===== src/core/snv_regs.vh =====
// constants for the sensor configuration target: commands, register
// addresses, field positions, reset words and timing counts
// assumes the includer runs on a 200 MHz clock
`ifndef SNV_REGS_VH
`define SNV_REGS_VH

// command bytes that open or close programming mode
`define SNV_CMD_PROG_ENTER 8'hA0
`define SNV_CMD_PROG_LEAVE 8'h80

// sixteen-bit configuration register addresses
`define SNV_ADDR_HUM_RD 8'h06
`define SNV_ADDR_TEMP_RD 8'h11
`define SNV_ADDR_ID_HI 8'h1E
`define SNV_ADDR_ID_LO 8'h1F
`define SNV_ADDR_HUM_WR 8'h46
`define SNV_ADDR_TEMP_WR 8'h51

// resolution field inside each resolution word
`define SNV_RES_MSB 11
`define SNV_RES_LSB 10
`define SNV_RES_8BIT 2'h0
`define SNV_RES_10BIT 2'h1
`define SNV_RES_12BIT 2'h2
`define SNV_RES_14BIT 2'h3

// reset word of each resolution register: 14-bit setting
`define SNV_RES_WORD_INIT 16'h0C00

// status byte returned ahead of register contents
`define SNV_STATUS_OK 8'h81

// measurement status bits in the first byte
`define SNV_MEAS_FRESH 2'h0
`define SNV_MEAS_STALE 2'h1

// timing: figures as printed and derived cycle counts
`define SNV_CLK_MHZ 200
`define SNV_LOAD_US 120
`define SNV_COMMIT_MS 14
// cycle counts sized to the 22-bit timers: 120 us and 14 ms at 200 MHz
`define SNV_LOAD_CYC 22'h005DC0
`define SNV_COMMIT_CYC 22'h2AB980

`endif


===== src/core/snv_nvm_store.v =====
// configuration word store: resolution words, identity number, and the
// load and commit timers that keep the store busy after each access
// assumes requests are single-cycle pulses from logic on the same clock
`timescale 1ns/100ps
`default_nettype none
`include "snv_regs.vh"

module snv_nvm_store #(
	parameter [21:0] LOAD_CYCLES = `SNV_LOAD_CYC,
	parameter [21:0] COMMIT_CYCLES = `SNV_COMMIT_CYC,
	parameter [31:0] IDENTITY = 32'h5A3C_96E1 // arbitrary value
) (
	// clock and reset
	input wire ref_clk,
	input wire reset,
	// load request: fetch a word into the read register
	input wire load_req,
	input wire [7:0] load_addr,
	// write request: store a word and start committing it
	input wire write_req,
	input wire [7:0] write_addr,
	input wire [15:0] write_data,
	// results
	output reg [15:0] rd_data_reg,
	output reg busy_reg,
	output wire [1:0] hum_res,
	output wire [1:0] temp_res
);

	reg [15:0] hum_word_reg; // humidity resolution word
	reg [15:0] temp_word_reg; // temperature resolution word
	reg [21:0] cnt_reg; // remaining busy cycles

	assign hum_res = hum_word_reg[`SNV_RES_MSB:`SNV_RES_LSB];
	assign temp_res = temp_word_reg[`SNV_RES_MSB:`SNV_RES_LSB];

	// word storage, read register and busy timer
	always @(posedge ref_clk) begin
		if (reset) begin
			hum_word_reg <= `SNV_RES_WORD_INIT;
			temp_word_reg <= `SNV_RES_WORD_INIT;
			rd_data_reg <= 16'h0000;
			busy_reg <= 1'b0;
			cnt_reg <= 22'h000000;
		end else begin
			if (write_req) begin
				// whole word stored; commit time follows
				case (write_addr)
					`SNV_ADDR_HUM_WR: hum_word_reg <= write_data;
					`SNV_ADDR_TEMP_WR: temp_word_reg <= write_data;
					default: ;
				endcase
				busy_reg <= 1'b1;
				cnt_reg <= COMMIT_CYCLES;
			end else if (load_req) begin
				// register select for the next read
				case (load_addr)
					`SNV_ADDR_HUM_RD: rd_data_reg <= hum_word_reg;
					`SNV_ADDR_TEMP_RD: rd_data_reg <= temp_word_reg;
					`SNV_ADDR_ID_HI: rd_data_reg <= IDENTITY[31:16];
					`SNV_ADDR_ID_LO: rd_data_reg <= IDENTITY[15:0];
					default: rd_data_reg <= 16'h0000;
				endcase
				busy_reg <= 1'b1;
				cnt_reg <= LOAD_CYCLES;
			end else if (cnt_reg > 22'h000001) begin
				// counting down the processing time
				cnt_reg <= cnt_reg - 22'h000001;
			end else begin
				// time elapsed: store ready again
				cnt_reg <= 22'h000000;
				busy_reg <= 1'b0;
			end
		end
	end

endmodule
`default_nettype wire


===== src/core/snv_cfg_target.v =====
// two-wire bus target for sensor configuration and measurement output
// assumes scl and sda arrive asynchronously; sda is open drain and is
// pulled low only while sda_oe_n is low
// Functional notes
// separate resolutions, each defaulting to 14 bits
// resolution readback at 0x06 and 0x11
// resolution update at 0x46 and 0x51
// resolution field lives in bits 11:10
// codes 00,01,10,11 mean 8,10,12,14 bits
// controller keeps all other bits unchanged
// controller reads register before changing it
// controller writes back the whole word
// 120 us load time after address write
// 14 ms commit time after write back
// temperature change uses 0x11 then 0x51
// read answers status 0x81 then upper byte
// 32-bit identity read by same sequence
// identity upper at 0x1E, lower at 0x1F
// measurement output is four bytes
// humidity bits 13:0, temperature bits 15:2
// committed resolution governs later conversions
// controller sends 0xA0 0x00 0x00 to enter
// 120 us needed to process mode entry
// controller sends 0x80 0x00 0x00 to leave
// every configuration register is sixteen bits
`timescale 1ns/100ps
`default_nettype none
`include "snv_regs.vh"

module snv_cfg_target #(
	parameter [6:0] TARGET_ADDR = 7'h44,
	parameter [21:0] LOAD_CYCLES = `SNV_LOAD_CYC,
	parameter [21:0] COMMIT_CYCLES = `SNV_COMMIT_CYC,
	parameter [31:0] IDENTITY = 32'h5A3C_96E1 // arbitrary value
) (
	// clock and reset
	input wire ref_clk,
	input wire reset,
	// bus pins
	input wire scl_in,
	input wire sda_in,
	output reg sda_out,
	output reg sda_oe_n,
	// measurement results from the converter
	input wire meas_valid,
	input wire [13:0] meas_hum,
	input wire [13:0] meas_temp,
	// settings for the converter and mode flags
	output reg [1:0] hum_res_code,
	output reg [1:0] temp_res_code,
	output reg prog_mode,
	output reg nvm_busy
);

	// one-hot bus states
	localparam [3:0] ST_IDLE = 4'b0001;
	localparam [3:0] ST_ADDR = 4'b0010;
	localparam [3:0] ST_WR = 4'b0100;
	localparam [3:0] ST_RD = 4'b1000;

	reg scl_s1_reg, scl_s2_reg, scl_d_reg; // scl synchroniser and delay
	reg sda_s1_reg, sda_s2_reg, sda_d_reg; // sda synchroniser and delay
	reg [3:0] state_reg; // bus state
	reg [3:0] bit_cnt_reg; // 0..7 data bits, 8 byte done, 9 ack slot
	reg [7:0] shift_reg; // received byte
	reg [7:0] tx_reg; // byte being sent
	reg [2:0] byte_idx_reg; // byte count inside transaction
	reg [7:0] cmd_reg; // first written byte
	reg [7:0] arg_hi_reg; // second written byte
	reg [7:0] arg_lo_reg; // third written byte
	reg mack_reg; // controller acknowledged last read byte
	reg fresh_reg; // measurement not yet fetched
	reg [13:0] hum_hold_reg; // latched humidity
	reg [13:0] temp_hold_reg; // latched temperature
	reg load_req_reg; // pulse to store: load
	reg write_req_reg; // pulse to store: write
	reg [7:0] req_addr_reg; // address for either request
	wire [15:0] rd_data; // word loaded in the store
	wire store_busy; // store processing
	wire [1:0] nvm_hum_res; // stored humidity code
	wire [1:0] nvm_temp_res; // stored temperature code
	wire scl_rise, scl_fall, start_det, stop_det; // bus events
	reg [7:0] next_byte; // byte to send next

	assign scl_rise = scl_s2_reg & ~scl_d_reg;
	assign scl_fall = ~scl_s2_reg & scl_d_reg;
	assign start_det = scl_s2_reg & scl_d_reg & ~sda_s2_reg & sda_d_reg;
	assign stop_det = scl_s2_reg & scl_d_reg & sda_s2_reg & ~sda_d_reg;

	// pin synchronisers, second stage feeds an edge delay
	always @(posedge ref_clk) begin
		if (reset) begin
			scl_s1_reg <= 1'b1;
			scl_s2_reg <= 1'b1;
			scl_d_reg <= 1'b1;
			sda_s1_reg <= 1'b1;
			sda_s2_reg <= 1'b1;
			sda_d_reg <= 1'b1;
		end else begin
			scl_s1_reg <= scl_in;
			scl_s2_reg <= scl_s1_reg;
			scl_d_reg <= scl_s2_reg;
			sda_s1_reg <= sda_in;
			sda_s2_reg <= sda_s1_reg;
			sda_d_reg <= sda_s2_reg;
		end
	end

	// choose the byte to send by mode and byte index
	always @* begin
		next_byte = 8'hFF;
		if (prog_mode) begin
			case (byte_idx_reg)
				3'h0: next_byte = `SNV_STATUS_OK;
				3'h1: next_byte = rd_data[15:8];
				3'h2: next_byte = rd_data[7:0];
				default: next_byte = 8'hFF;
			endcase
		end else begin
			// four output bytes: humidity word then temperature word
			case (byte_idx_reg)
				3'h0: next_byte = {(fresh_reg ? `SNV_MEAS_FRESH :
					`SNV_MEAS_STALE), hum_hold_reg[13:8]};
				3'h1: next_byte = hum_hold_reg[7:0];
				3'h2: next_byte = temp_hold_reg[13:6];
				3'h3: next_byte = {temp_hold_reg[5:0], 2'h0};
				default: next_byte = 8'hFF;
			endcase
		end
	end

	// bus engine, command decode and measurement latch
	always @(posedge ref_clk) begin
		if (reset) begin
			state_reg <= ST_IDLE;
			bit_cnt_reg <= 4'h0;
			shift_reg <= 8'h00;
			tx_reg <= 8'h00;
			byte_idx_reg <= 3'h0;
			cmd_reg <= 8'h00;
			arg_hi_reg <= 8'h00;
			arg_lo_reg <= 8'h00;
			mack_reg <= 1'b0;
			fresh_reg <= 1'b0;
			hum_hold_reg <= 14'h0000;
			temp_hold_reg <= 14'h0000;
			load_req_reg <= 1'b0;
			write_req_reg <= 1'b0;
			req_addr_reg <= 8'h00;
			prog_mode <= 1'b0;
			sda_out <= 1'b0;
			sda_oe_n <= 1'b1;
		end else begin
			load_req_reg <= 1'b0;
			write_req_reg <= 1'b0;
			// new sample latched; fetch clears, but a new sample wins
			if (meas_valid) begin
				hum_hold_reg <= meas_hum;
				temp_hold_reg <= meas_temp;
				fresh_reg <= 1'b1;
			end else if (state_reg == ST_RD && scl_fall &&
				bit_cnt_reg == 4'h8 && byte_idx_reg == 3'h0 && !prog_mode) begin
				fresh_reg <= 1'b0;
			end
			if (start_det) begin
				// start or repeated start
				state_reg <= ST_ADDR;
				bit_cnt_reg <= 4'h0;
				byte_idx_reg <= 3'h0;
				sda_oe_n <= 1'b1;
			end else if (stop_det) begin
				// stop: act on a complete three-byte write
				if (state_reg == ST_WR && byte_idx_reg == 3'h3) begin
					if (cmd_reg == `SNV_CMD_PROG_ENTER) begin
						prog_mode <= 1'b1;
						load_req_reg <= 1'b1;
						req_addr_reg <= 8'h00;
					end else if (cmd_reg == `SNV_CMD_PROG_LEAVE) begin
						prog_mode <= 1'b0;
					end else if (prog_mode && (cmd_reg == `SNV_ADDR_HUM_WR ||
						cmd_reg == `SNV_ADDR_TEMP_WR)) begin
						write_req_reg <= 1'b1;
						req_addr_reg <= cmd_reg;
					end else if (prog_mode) begin
						load_req_reg <= 1'b1;
						req_addr_reg <= cmd_reg;
					end
				end
				state_reg <= ST_IDLE;
				sda_oe_n <= 1'b1;
			end else if (state_reg != ST_IDLE && scl_rise) begin
				// sample data bits, or the controller's ack after a sent byte
				if (bit_cnt_reg < 4'h8) begin
					shift_reg <= {shift_reg[6:0], sda_s2_reg};
					bit_cnt_reg <= bit_cnt_reg + 4'h1;
				end else if (bit_cnt_reg == 4'h9) begin
					mack_reg <= ~sda_s2_reg;
				end
			end else if (state_reg != ST_IDLE && scl_fall) begin
				if (bit_cnt_reg == 4'h8) begin
					bit_cnt_reg <= 4'h9;
					if (state_reg == ST_RD) begin
						// byte sent: release for the ack, point at next byte
						sda_oe_n <= 1'b1;
						if (byte_idx_reg != 3'h7) begin
							byte_idx_reg <= byte_idx_reg + 3'h1;
						end
					end else if (state_reg == ST_ADDR) begin
						// ack own address unless the store is busy
						if (shift_reg[7:1] == TARGET_ADDR && !store_busy &&
							!load_req_reg && !write_req_reg) begin
							sda_oe_n <= 1'b0;
						end else begin
							state_reg <= ST_IDLE;
						end
					end else begin
						// write data byte: keep the first three
						case (byte_idx_reg)
							3'h0: cmd_reg <= shift_reg;
							3'h1: arg_hi_reg <= shift_reg;
							3'h2: arg_lo_reg <= shift_reg;
							default: ;
						endcase
						if (byte_idx_reg != 3'h7) begin
							byte_idx_reg <= byte_idx_reg + 3'h1;
						end
						sda_oe_n <= 1'b0;
					end
				end else if (bit_cnt_reg == 4'h9) begin
					// end of ack slot
					bit_cnt_reg <= 4'h0;
					if (state_reg == ST_ADDR && shift_reg[0]) begin
						state_reg <= ST_RD;
						tx_reg <= next_byte;
						sda_oe_n <= next_byte[7];
					end else if (state_reg == ST_ADDR) begin
						state_reg <= ST_WR;
						sda_oe_n <= 1'b1;
					end else if (state_reg == ST_RD && mack_reg) begin
						tx_reg <= next_byte;
						sda_oe_n <= next_byte[7];
					end else if (state_reg == ST_RD) begin
						state_reg <= ST_IDLE; // controller ended the read
						sda_oe_n <= 1'b1;
					end else begin
						sda_oe_n <= 1'b1;
					end
				end else if (state_reg == ST_RD) begin
					// shift out the remaining bits, msb first
					sda_oe_n <= tx_reg[3'h7 - bit_cnt_reg[2:0]];
				end
			end
		end
	end

	// converter settings follow the store outside programming mode
	always @(posedge ref_clk) begin
		if (reset) begin
			hum_res_code <= `SNV_RES_14BIT;
			temp_res_code <= `SNV_RES_14BIT;
			nvm_busy <= 1'b0;
		end else begin
			nvm_busy <= store_busy;
			if (!prog_mode) begin
				hum_res_code <= nvm_hum_res;
				temp_res_code <= nvm_temp_res;
			end
		end
	end

	// configuration word store
	snv_nvm_store #(
		.LOAD_CYCLES(LOAD_CYCLES),
		.COMMIT_CYCLES(COMMIT_CYCLES),
		.IDENTITY(IDENTITY)
	) u_store (
		.ref_clk(ref_clk),
		.reset(reset),
		.load_req(load_req_reg),
		.load_addr(req_addr_reg),
		.write_req(write_req_reg),
		.write_addr(req_addr_reg),
		.write_data({arg_hi_reg, arg_lo_reg}),
		.rd_data_reg(rd_data),
		.busy_reg(store_busy),
		.hum_res(nvm_hum_res),
		.temp_res(nvm_temp_res)
	);

endmodule
`default_nettype wire


===== config.mk =====
export PLATFORM = sky130hd
export DESIGN_NAME = snv_cfg_target
export DESIGN_NICKNAME = d
export VERILOG_FILES = /design/src/core/snv_nvm_store.v /design/src/core/snv_cfg_target.v
export VERILOG_INCLUDE_DIRS = /design/src /design/src/core
export SDC_FILE = /design/constraint.sdc
export NUM_CORES = 1
export LEC_CHECK = 0
export BUFFER_PORTS_ARGS = -buffer_cell sky130_fd_sc_hd__buf_2
export CORE_MARGIN = 8
export CORE_UTILIZATION = 63
export CTS_BUF_LIST = sky130_fd_sc_hd__clkbuf_2
export CTS_CLUSTER_DIAMETER = 30
export CTS_CLUSTER_SIZE = 20
export DETAILED_ROUTE_END_ITERATION = 7
export PLACE_DENSITY_LB_ADDON = 0.2
export SLEW_MARGIN = 20
export SYNTH_ARGS = -nofsm -noshare
export SYNTH_HDL_FRONTEND = slang
export SYNTH_SLANG_ARGS = --single-unit

===== constraint.sdc =====
create_clock -name ref_clk -period 2.6 [get_ports ref_clk]
set_clock_uncertainty 0.2 [all_clocks]
set_input_delay 0 -clock ref_clk [delete_from_list [all_inputs] [get_ports ref_clk]]
set_output_delay 0 -clock ref_clk [all_outputs]
set_load 0.01 [all_outputs]

# Word-level counts from Yosys, hierarchy flattened
# Index checks and enable logic that the tools add are counted.
# word_totals
reg_bits	175
latch_bits	0
ramBits	0
mem_bits_ro	0
inputBits	33
output_inout_bits	8
wordCells	210
mem_count	0
# op_classes
add_sub_neg	4
mul	0
div_mod_pow	0
magnitude_cmp	3
eq_ne	36
shift	0
mux	59
n_bitwise	21
reduce_logical	53
# ops
cell	n
22-bit two-way mux	3
8-bit two-way mux	8
16-bit one-hot mux with 4 select lines	1
4-bit two-way mux	14
8-bit AND reduction	6
8-bit by 7-bit equality test with 1-bit output (second input constant)	4
8-bit one-hot mux with 4 select lines	1
8-bit by 5-bit equality test with 1-bit output (second input constant)	3
8-bit one-hot mux with 3 select lines	1
1-bit two-way mux	23
22-bit by 1-bit greater-than comparator with 1-bit output (second input constant)	1
22-bit by 1-bit subtractor with 22-bit output (second input constant)	1
8-bit equality test (second input constant)	2
4-bit AND reduction	4
5-bit AND reduction	3
3-bit nonzero test	5
1-bit NOT	14
1-bit logical AND	13
4-bit equality test (second input constant)	3
3-bit inequality test (second input constant)	4
2-bit nonzero test	5
3-bit two-way mux	3
8-bit by 3-bit equality test with 1-bit output (second input constant)	1
2-bit two-way mux	4
28 further kinds	49

# Logic depth before layout (Yosys ltp)
# Gate-level depths: netlist of run 1.
# logic_depth
depth_word	12
ltp_mapped	8
depth_no_buf	7

# Modules after synthesis
# Synthesis of run 1 repeated with hierarchy kept, for this count alone.
# unflattened
cells_unflattened	826
area_unflattened_um2	7617.3
# by_module_without_submodules
mod	instances	cells_each	area_per_inst_um2	seq_area_each_um2
snv_cfg_target	1	495	4605.7	2082.0
snv_nvm_store	1	331	3011.6	1421.4

# Worst setup path before layout of run 1
# Ideal clock, no wire load.
# synth_timing
path_type	reg2reg
start	register u_store.cnt_reg[13]
end	register u_store.cnt_reg[21]
arrival_time_ps	1921
t_required_ps	2280
path_slack_ps	359
stages_incl_launch_ff	6
n_path_buf	0
period_less_slack_ps	2241
cell_sequence	dfxtp_1 > or4_4 > nand2b_4 > or4_4 > and2_0 > o31a_1
# synth_between
elab_chain_len	4
# synth_lines
item	line	source
start: declaration	snv_nvm_store.v:32	reg [21:0] cnt_reg;
start signal: assignment	snv_nvm_store.v:68	cnt_reg <= cnt_reg - 22'h000001;
22-bit by 1-bit subtractor with 22-bit output / 22-bit by 1-bit greater-than comparator with 1-bit output (equally long branches)	snv_nvm_store.v:68, snv_nvm_store.v:66	
22-bit two-way mux *	snv_nvm_store.v:66	end else if (cnt_reg > 22'h000001) begin
22-bit two-way mux *	snv_nvm_store.v:55	end else if (load_req) begin
22-bit two-way mux *	snv_nvm_store.v:46	if (write_req) begin
# Mark *: on every way between the ends. The rest lies on a longest branch, timed or not.
# A chain may end at the register's enable or synchronous reset.

# Final worst setup path of run 1
# layout_timing
start	register byte_idx_reg[0]
end	register tx_reg[3]
# layout_between
elab_chain_len	6
# layout_lines
item	line	source
start: declaration	snv_cfg_target.v:67	reg [2:0] byte_idx_reg;
start signal: assignment	snv_cfg_target.v:206	byte_idx_reg <= byte_idx_reg + 3'h1;
start signal: assignment	snv_cfg_target.v:225	byte_idx_reg <= byte_idx_reg + 3'h1;
3-bit by 2-bit equality test with 1-bit output (tied with other cells)	snv_cfg_target.v:121	case (byte_idx_reg)
8-bit one-hot mux with 4 select lines / 8-bit one-hot mux with 3 select lines (equally long branches)	snv_cfg_target.v:121, snv_cfg_target.v:113	
8-bit two-way mux *	snv_cfg_target.v:112	if (prog_mode) begin
8-bit two-way mux	snv_cfg_target.v:239	end else if (state_reg == ST_RD && mack_reg) begin
8-bit two-way mux	snv_cfg_target.v:236	end else if (state_reg == ST_ADDR) begin
8-bit two-way mux *	snv_cfg_target.v:232	if (state_reg == ST_ADDR && shift_reg[0]) begin
end signal: assignment	snv_cfg_target.v:234	tx_reg <= next_byte;
end signal: assignment	snv_cfg_target.v:240	tx_reg <= next_byte;
end: declaration	snv_cfg_target.v:66	reg [7:0] tx_reg;
# Mark *: on every way between the ends. The rest lies on a longest branch, timed or not. The select of a mux whose other input is x is not followed.

==> results of run 1 <==
## logic make-up (layout without fill, tap and decap cells)
kind of cell             count (synthesis)  after routing  share of synthesized area
buffers and inverters                   67            234                     0.0349
multiplexers                           100            100                      0.135
AND/OR/NAND/NOR                        264            264                      0.173
adder cells (fa/ha/maj)                 11             11                     0.0181
other                                    1              4                   0.000493
flip-flops                             175            175                      0.461
AO/OA/AOI/OAI                          155            155                      0.159
XOR/XNOR                                16             16                     0.0184
## repair_timing
item | CTS | global route
hold buffers | 118 | 0
gates resized for setup | 0 | 7
endpoints found under the hold margin | 140 | 0
endpoints found under the setup margin | 0 | 8
## worst max path at each step
stage	depth (start not counted)	start	endpoint
floorplan	5	u_store.cnt_reg[13]	u_store.cnt_reg[21]
global placement	5	bit_cnt_reg[0]	state_reg[3]
detailed placement	5	u_store.cnt_reg[13]	u_store.cnt_reg[18]
CTS	5	u_store.cnt_reg[13]	u_store.cnt_reg[4]
global route	7	byte_idx_reg[0]	tx_reg[3]
finish	7	byte_idx_reg[0]	tx_reg[3]
## worst min-delay path: cells and delay by family
kind          cells  cell delay, ns
simple gates      1            0.17
buf+inv           2            0.85
## metrics by stage
step / setup WS [ns] / TNS [ns] / total power, W / cells
floorplan: 0.359 / 0 / 0.00407 / 789
global placement: 0.261 / 0 / 0.00430 / 954
detailed placement: 0.198 / 0 / 0.00436 / 954
CTS: 0.150 / 0 / 0.00576 / 1103
global route: -0.00508 / -0.00508 / 0.00619 / 1104
finish: 0.0328 / 0 / 0.00591 / 1106
## final cells by class
cell class	count	area share
inverters	19	0.00757
repair buffers	184	0.169
well taps	147	0.0195
clock buffers	18	0.00957
diodes	3	0.000797
clock inverters	13	0.0116
flip-flops and latches	175	0.372
multi-input cells	547	0.410
## placed cells by master, fill, tap and decap left out, types with 10 or more instances in the layout
| master | instances |
|---|---|
| dfxtp_1 | 173 |
| nor2_1 | 132 |
| inv_1 | 18 |
| nand2_1 | 29 |
| a221o_1 | 14 |
| a21oi_1 | 33 |
| a211o_1 | 15 |
| o21ai_0 | 10 |
| nor4_1 | 12 |
| a221oi_1 | 10 |
| ha_1 | 11 |
| nor2b_1 | 10 |
| buf_2 | 37 |
| dlygate4sd3_1 | 117 |
| a22o_1 | 25 |
| clkbuf_2 | 18 |
| nor3_1 | 10 |
| mux2i_1 | 96 |
| xnor2_1 | 12 |
| buf_4 | 28 |
## layer usage
metal	global-route usage	share of wire	up-vias
li1	-	-	3161
met1	0.348	0.37	3392
met2	0.505	0.47	503
met3	0.103	0.090	152
met4	0.198	0.065	2
met5	0	0.00049	-
## power by group
part	total, W	leakage [nW]	internal, W	switching (W)
Sequential	0.00307	1.42	0.00287	0.000198
Clock	0.00131	0.132	0.000281	0.00103
Combinational	0.00153	2.49	0.000740	0.000793
==> metrics.txt, run 1 <==
filler instances 712; fraction of layout cells with a size suffix above 1 0.137; crit path buf inv count 2; vias 7210; number of routed nets with antenna violations 0; hold slack 0.131 ns; sequential area share after synthesis 0.461; top cell type's share of synthesized area 0.461; slowest stage cell, crit path ha_1; synthesis-stage register bit count 175; CTS tree built; Final min period 2.57 ns; Crit path max-delay family compound AO/OA/AOI/OAI gates; R2R Path End tx_reg[3]; number of synthesized flops with an enable pin 0; CP cell instances inv_1 > ha_1 > inv_1 > a211o_1 > a21oi_1 > a211o_1 > a21oi_1; Max IR drop VDD 0.406 mV; total clock sinks 175; # DRC 0; Cell variety after synth 76; maximum fanout along the worst path 9; PD cells 628 nW/um2; clock-pin slew on the worst setup and hold paths 0.28 ns; initial antenna violation count 2; core area 11900 um2; CTS buffer count 17; drt pass-1 iters 6; via/cell ratio 6.52; Die Area 15800 um2; clock tree buffer depth 2; CP Class reg -> reg; area post-placement 8000 um2; Die Height 126 um; R2R Setup Slk 0.03 ns; clock tree root buffer cell clkbuf_2; Achievable Freq 0.390 GHz; Avg WL per Cell 22.3 um; Layout Utilization 0.790; final wirelength 24.7 mm; Initial Util 0.639; Pleak 4.04 nW; Crit path arrival time 2.99 ns; H-tree depth 4; Crit Reg-Reg Startpoint byte_idx_reg[0]; most numerous cell in the Yosys netlist dfxtp_1; I/O pins 41; Hold Path Origin reset; Slew @ Worst Pin 0.787 ns; Max-Slew Margin vs Limit 0.475; Rows 40; dominant cells by area after synthesis dfxtp_1, mux2i_1, nor2_1, a22o_1, a21oi_1; first-pass GRT wire length 38.6 mm; HPWL Detailed 12.3 mm; FF/Latch Area 3510 um2; area of the mapped netlist 7610 um2; Fin. Hold Viols 0; vias in the first global route 7095; GP Congestion 0.920; design area 9420 um2; Total Nets Final 988; largest net degree at the start of global routing 82; Final setup viols 0; Total Routing Usage GR 0.312; CP required 3.02 ns; grt total ovfl 0; Reg2Reg Depth 7; postcts setup bufs 0; Layout area overhead 23.8%; Hold Crit Class in -> reg; max_cap viols 0; ys flop type dfxtp_1; Mapped Cells 789; Post-Syn Nets 833; Chip Width 126 um; Yosys warning count 0; Max Slew Vio Count 0; crit end category register; slowest cell delay on critical path 0.43 ns; Worst-Skew Late Latency 0.79 ns; input/output buffers 39; Final Cycle Share 0.987; Syn Area/Cell 9.64 um2; initial DRC count 1244; commonest cells in the netlist dfxtp_1, nor2_1, mux2i_1; Hold Path Depth 3; asr flop ratio synth 0; Synth area leader dfxtp_1; max reg flops 22; startpoint types register; WHS Endpoint mack_reg; area of the multi-input gates 3860 um2; run status finished, final reports clean
Power figures use the tool's default switching activity.
==> inputs of run 2 (changes only) <==
--- a/config.mk
+++ b/config.mk
@@ -7,9 +7,7 @@
 export NUM_CORES = 1
 export LEC_CHECK = 0
 export BUFFER_PORTS_ARGS = -buffer_cell sky130_fd_sc_hd__buf_2
-export CORE_MARGIN = 8
-export CORE_UTILIZATION = 63
-export CTS_BUF_LIST = sky130_fd_sc_hd__clkbuf_2
+export CORE_UTILIZATION = 61
 export CTS_CLUSTER_DIAMETER = 30
 export CTS_CLUSTER_SIZE = 20
 export DETAILED_ROUTE_END_ITERATION = 7
==> run 2 against run 1 <==
Against the previous run:
- sequential share of layout area up 2.2 points
- cell count down 6.5%
- register-to-register slack better by 0.17 ns
- first-iteration DRC count down 56%
- critical path depth down 2
- non-clock buffer count down 90
- via count down 14%
- clock power up 83%
- critical endpoint is now u_store.cnt_reg[5]
- routed wire length down 27%
- maximum frequency up 7.0%
- utilization down 5.5 points
- highest routed layer is now met4
- combinational power down 14%
==> metrics.txt, run 2 (synthesis gave the netlist of run 1 again) <==
initial DRC count 543; Crit path max-delay family simple AND/OR/NAND/NOR gates; Max Slew Vio Count 0; Layout Utilization 0.736; Rows 40; fraction of layout cells with a size suffix above 1 0.142; total clock sinks 175; clock-pin slew on the worst setup and hold paths 0.06 ns; max reg flops 22; RSZ-0062 raised after global routing no; CP cell instances or4_4 > nand2b_4 > or4_1 > nand3b_2 > nor2_1; vias 6214; WHS Endpoint hum_hold_reg[1]; hold slack 0.0578 ns; crit path buf inv count 0; postcts setup bufs 0; Diodes inserted 0; commonest non-fill, non-tap cell in the layout dfxtp_1; CTS buffer count 17; first-pass GRT wire length 29.6 mm; Max-Slew Margin vs Limit 0.451; Reg2Reg Depth 5; maximum fanout along the worst path 10; slowest cell delay on critical path 0.65 ns; Chip Width 114 um; startpoint types register; via/cell ratio 6.01; Fin. Hold Viols 0; CTS tree built; number of routed nets with antenna violations 0; area post-placement 8010 um2; Die Height 114 um; Final min period 2.40 ns; Achievable Freq 0.417 GHz; Total Nets Final 898; Crit Reg-Reg Startpoint u_store.cnt_reg[12]; input/output buffers 39; Pleak 3.76 nW; CP required 2.71 ns; max_cap viols 0; CP Class reg -> reg; Hold Path Origin meas_valid; Total Routing Usage GR 0.294; drt pass-1 iters 5; core area 12100 um2; HPWL Detailed 12.0 mm; Max IR drop VDD 0.534 mV; R2R Path End u_store.cnt_reg[5]; Initial Util 0.631; grt total ovfl 0; Final setup viols 0; Final Cycle Share 0.923; Slew @ Worst Pin 0.824 ns; I/O pins 41; Die Area 12900 um2; Worst path depth 5; Hold Crit Class in -> reg; Layout area overhead 16.7%; most frequent cells in the layout dfxtp_1, nor2_1, mux2i_1, buf_2, a21oi_1; clock tree root buffer cell clkbuf_16; GP Congestion 0.916; Avg WL per Cell 17.4 um; PD cells 762 nW/um2; Crit path arrival time 2.51 ns; R2R Setup Slk 0.20 ns; run status finished, final reports clean; clock tree buffer depth 2; H-tree depth 4; largest net degree at the start of global routing 53; # DRC 0; slowest stage cell, crit path or4_1; Worst-Skew Late Latency 0.43 ns; setup TNS 0 ns; final wirelength 18.0 mm; Hold Path Depth 3; design area 8880 um2; crit end category register; initial antenna violation count 0; vias in the first global route 5929
-- run 2: report_power, final --
part | leakage (nW) | internal, W | total (W) | switching (W)
clock network | 0.258 | 0.00135 | 0.00240 | 0.00105
registers | 1.42 | 0.00287 | 0.00304 | 0.000177
logic | 2.08 | 0.000635 | 0.00132 | 0.000686
-- run 2: through the flow --
stage	cells	power, W	worst slack [ns]
floorplan	789	0.00407	0.359
global placement	972	0.00429	0.255
detailed placement	972	0.00436	0.208
CTS	1034	0.00678	0.196
global route	1034	0.00708	0.0816
finish	1034	0.00677	0.201
-- run 2: how the worst max path moves through the flow --
stage / from / end / slack [ns]
2_1_floorplan: u_store.cnt_reg[13] / u_store.cnt_reg[21] / 0.36
3_3_place_gp: u_store.cnt_reg[12] / u_store.cnt_reg[2] / 0.26
3_5_place_dp: u_store.cnt_reg[12] / u_store.cnt_reg[16] / 0.21
4_1_cts: u_store.cnt_reg[12] / u_store.cnt_reg[5] / 0.20
5_1_grt: byte_idx_reg[2] / sda_oe_n / 0.08
6_report: u_store.cnt_reg[12] / u_store.cnt_reg[5] / 0.20
-- run 2: timing repair --
action / CTS / global route
hold endpoints to repair: 72 / 0
resized for setup: 0 / 0
hold buffers: 31 / 0
-- run 2: layout make-up --
type                            count  area [um2]
Tap cell                          168         210
Fill cell                         859        3190
Timing Repair Buffer               94         688
Clock inverter                     10         103
Multi-Input combinational cell    547        3850
Inverter                           19        71.3
Sequential cell                   175        3500
Clock buffer                       21         450
-- run 2: tightest hold or removal path, delay by kind of cell --
family	cells	cell delay, ns
muxes	1	0.21
and+or+nand+nor	1	0.07
buffers and inverters	1	0.36
-- run 2: layer usage --
metal	vias up	share of wire	global-route usage
met4	0	0.025	0.118
met3	33	0.055	0.0638
met2	198	0.48	0.478
li1	2987	-	-
met5	-	0	0
met1	2996	0.44	0.382
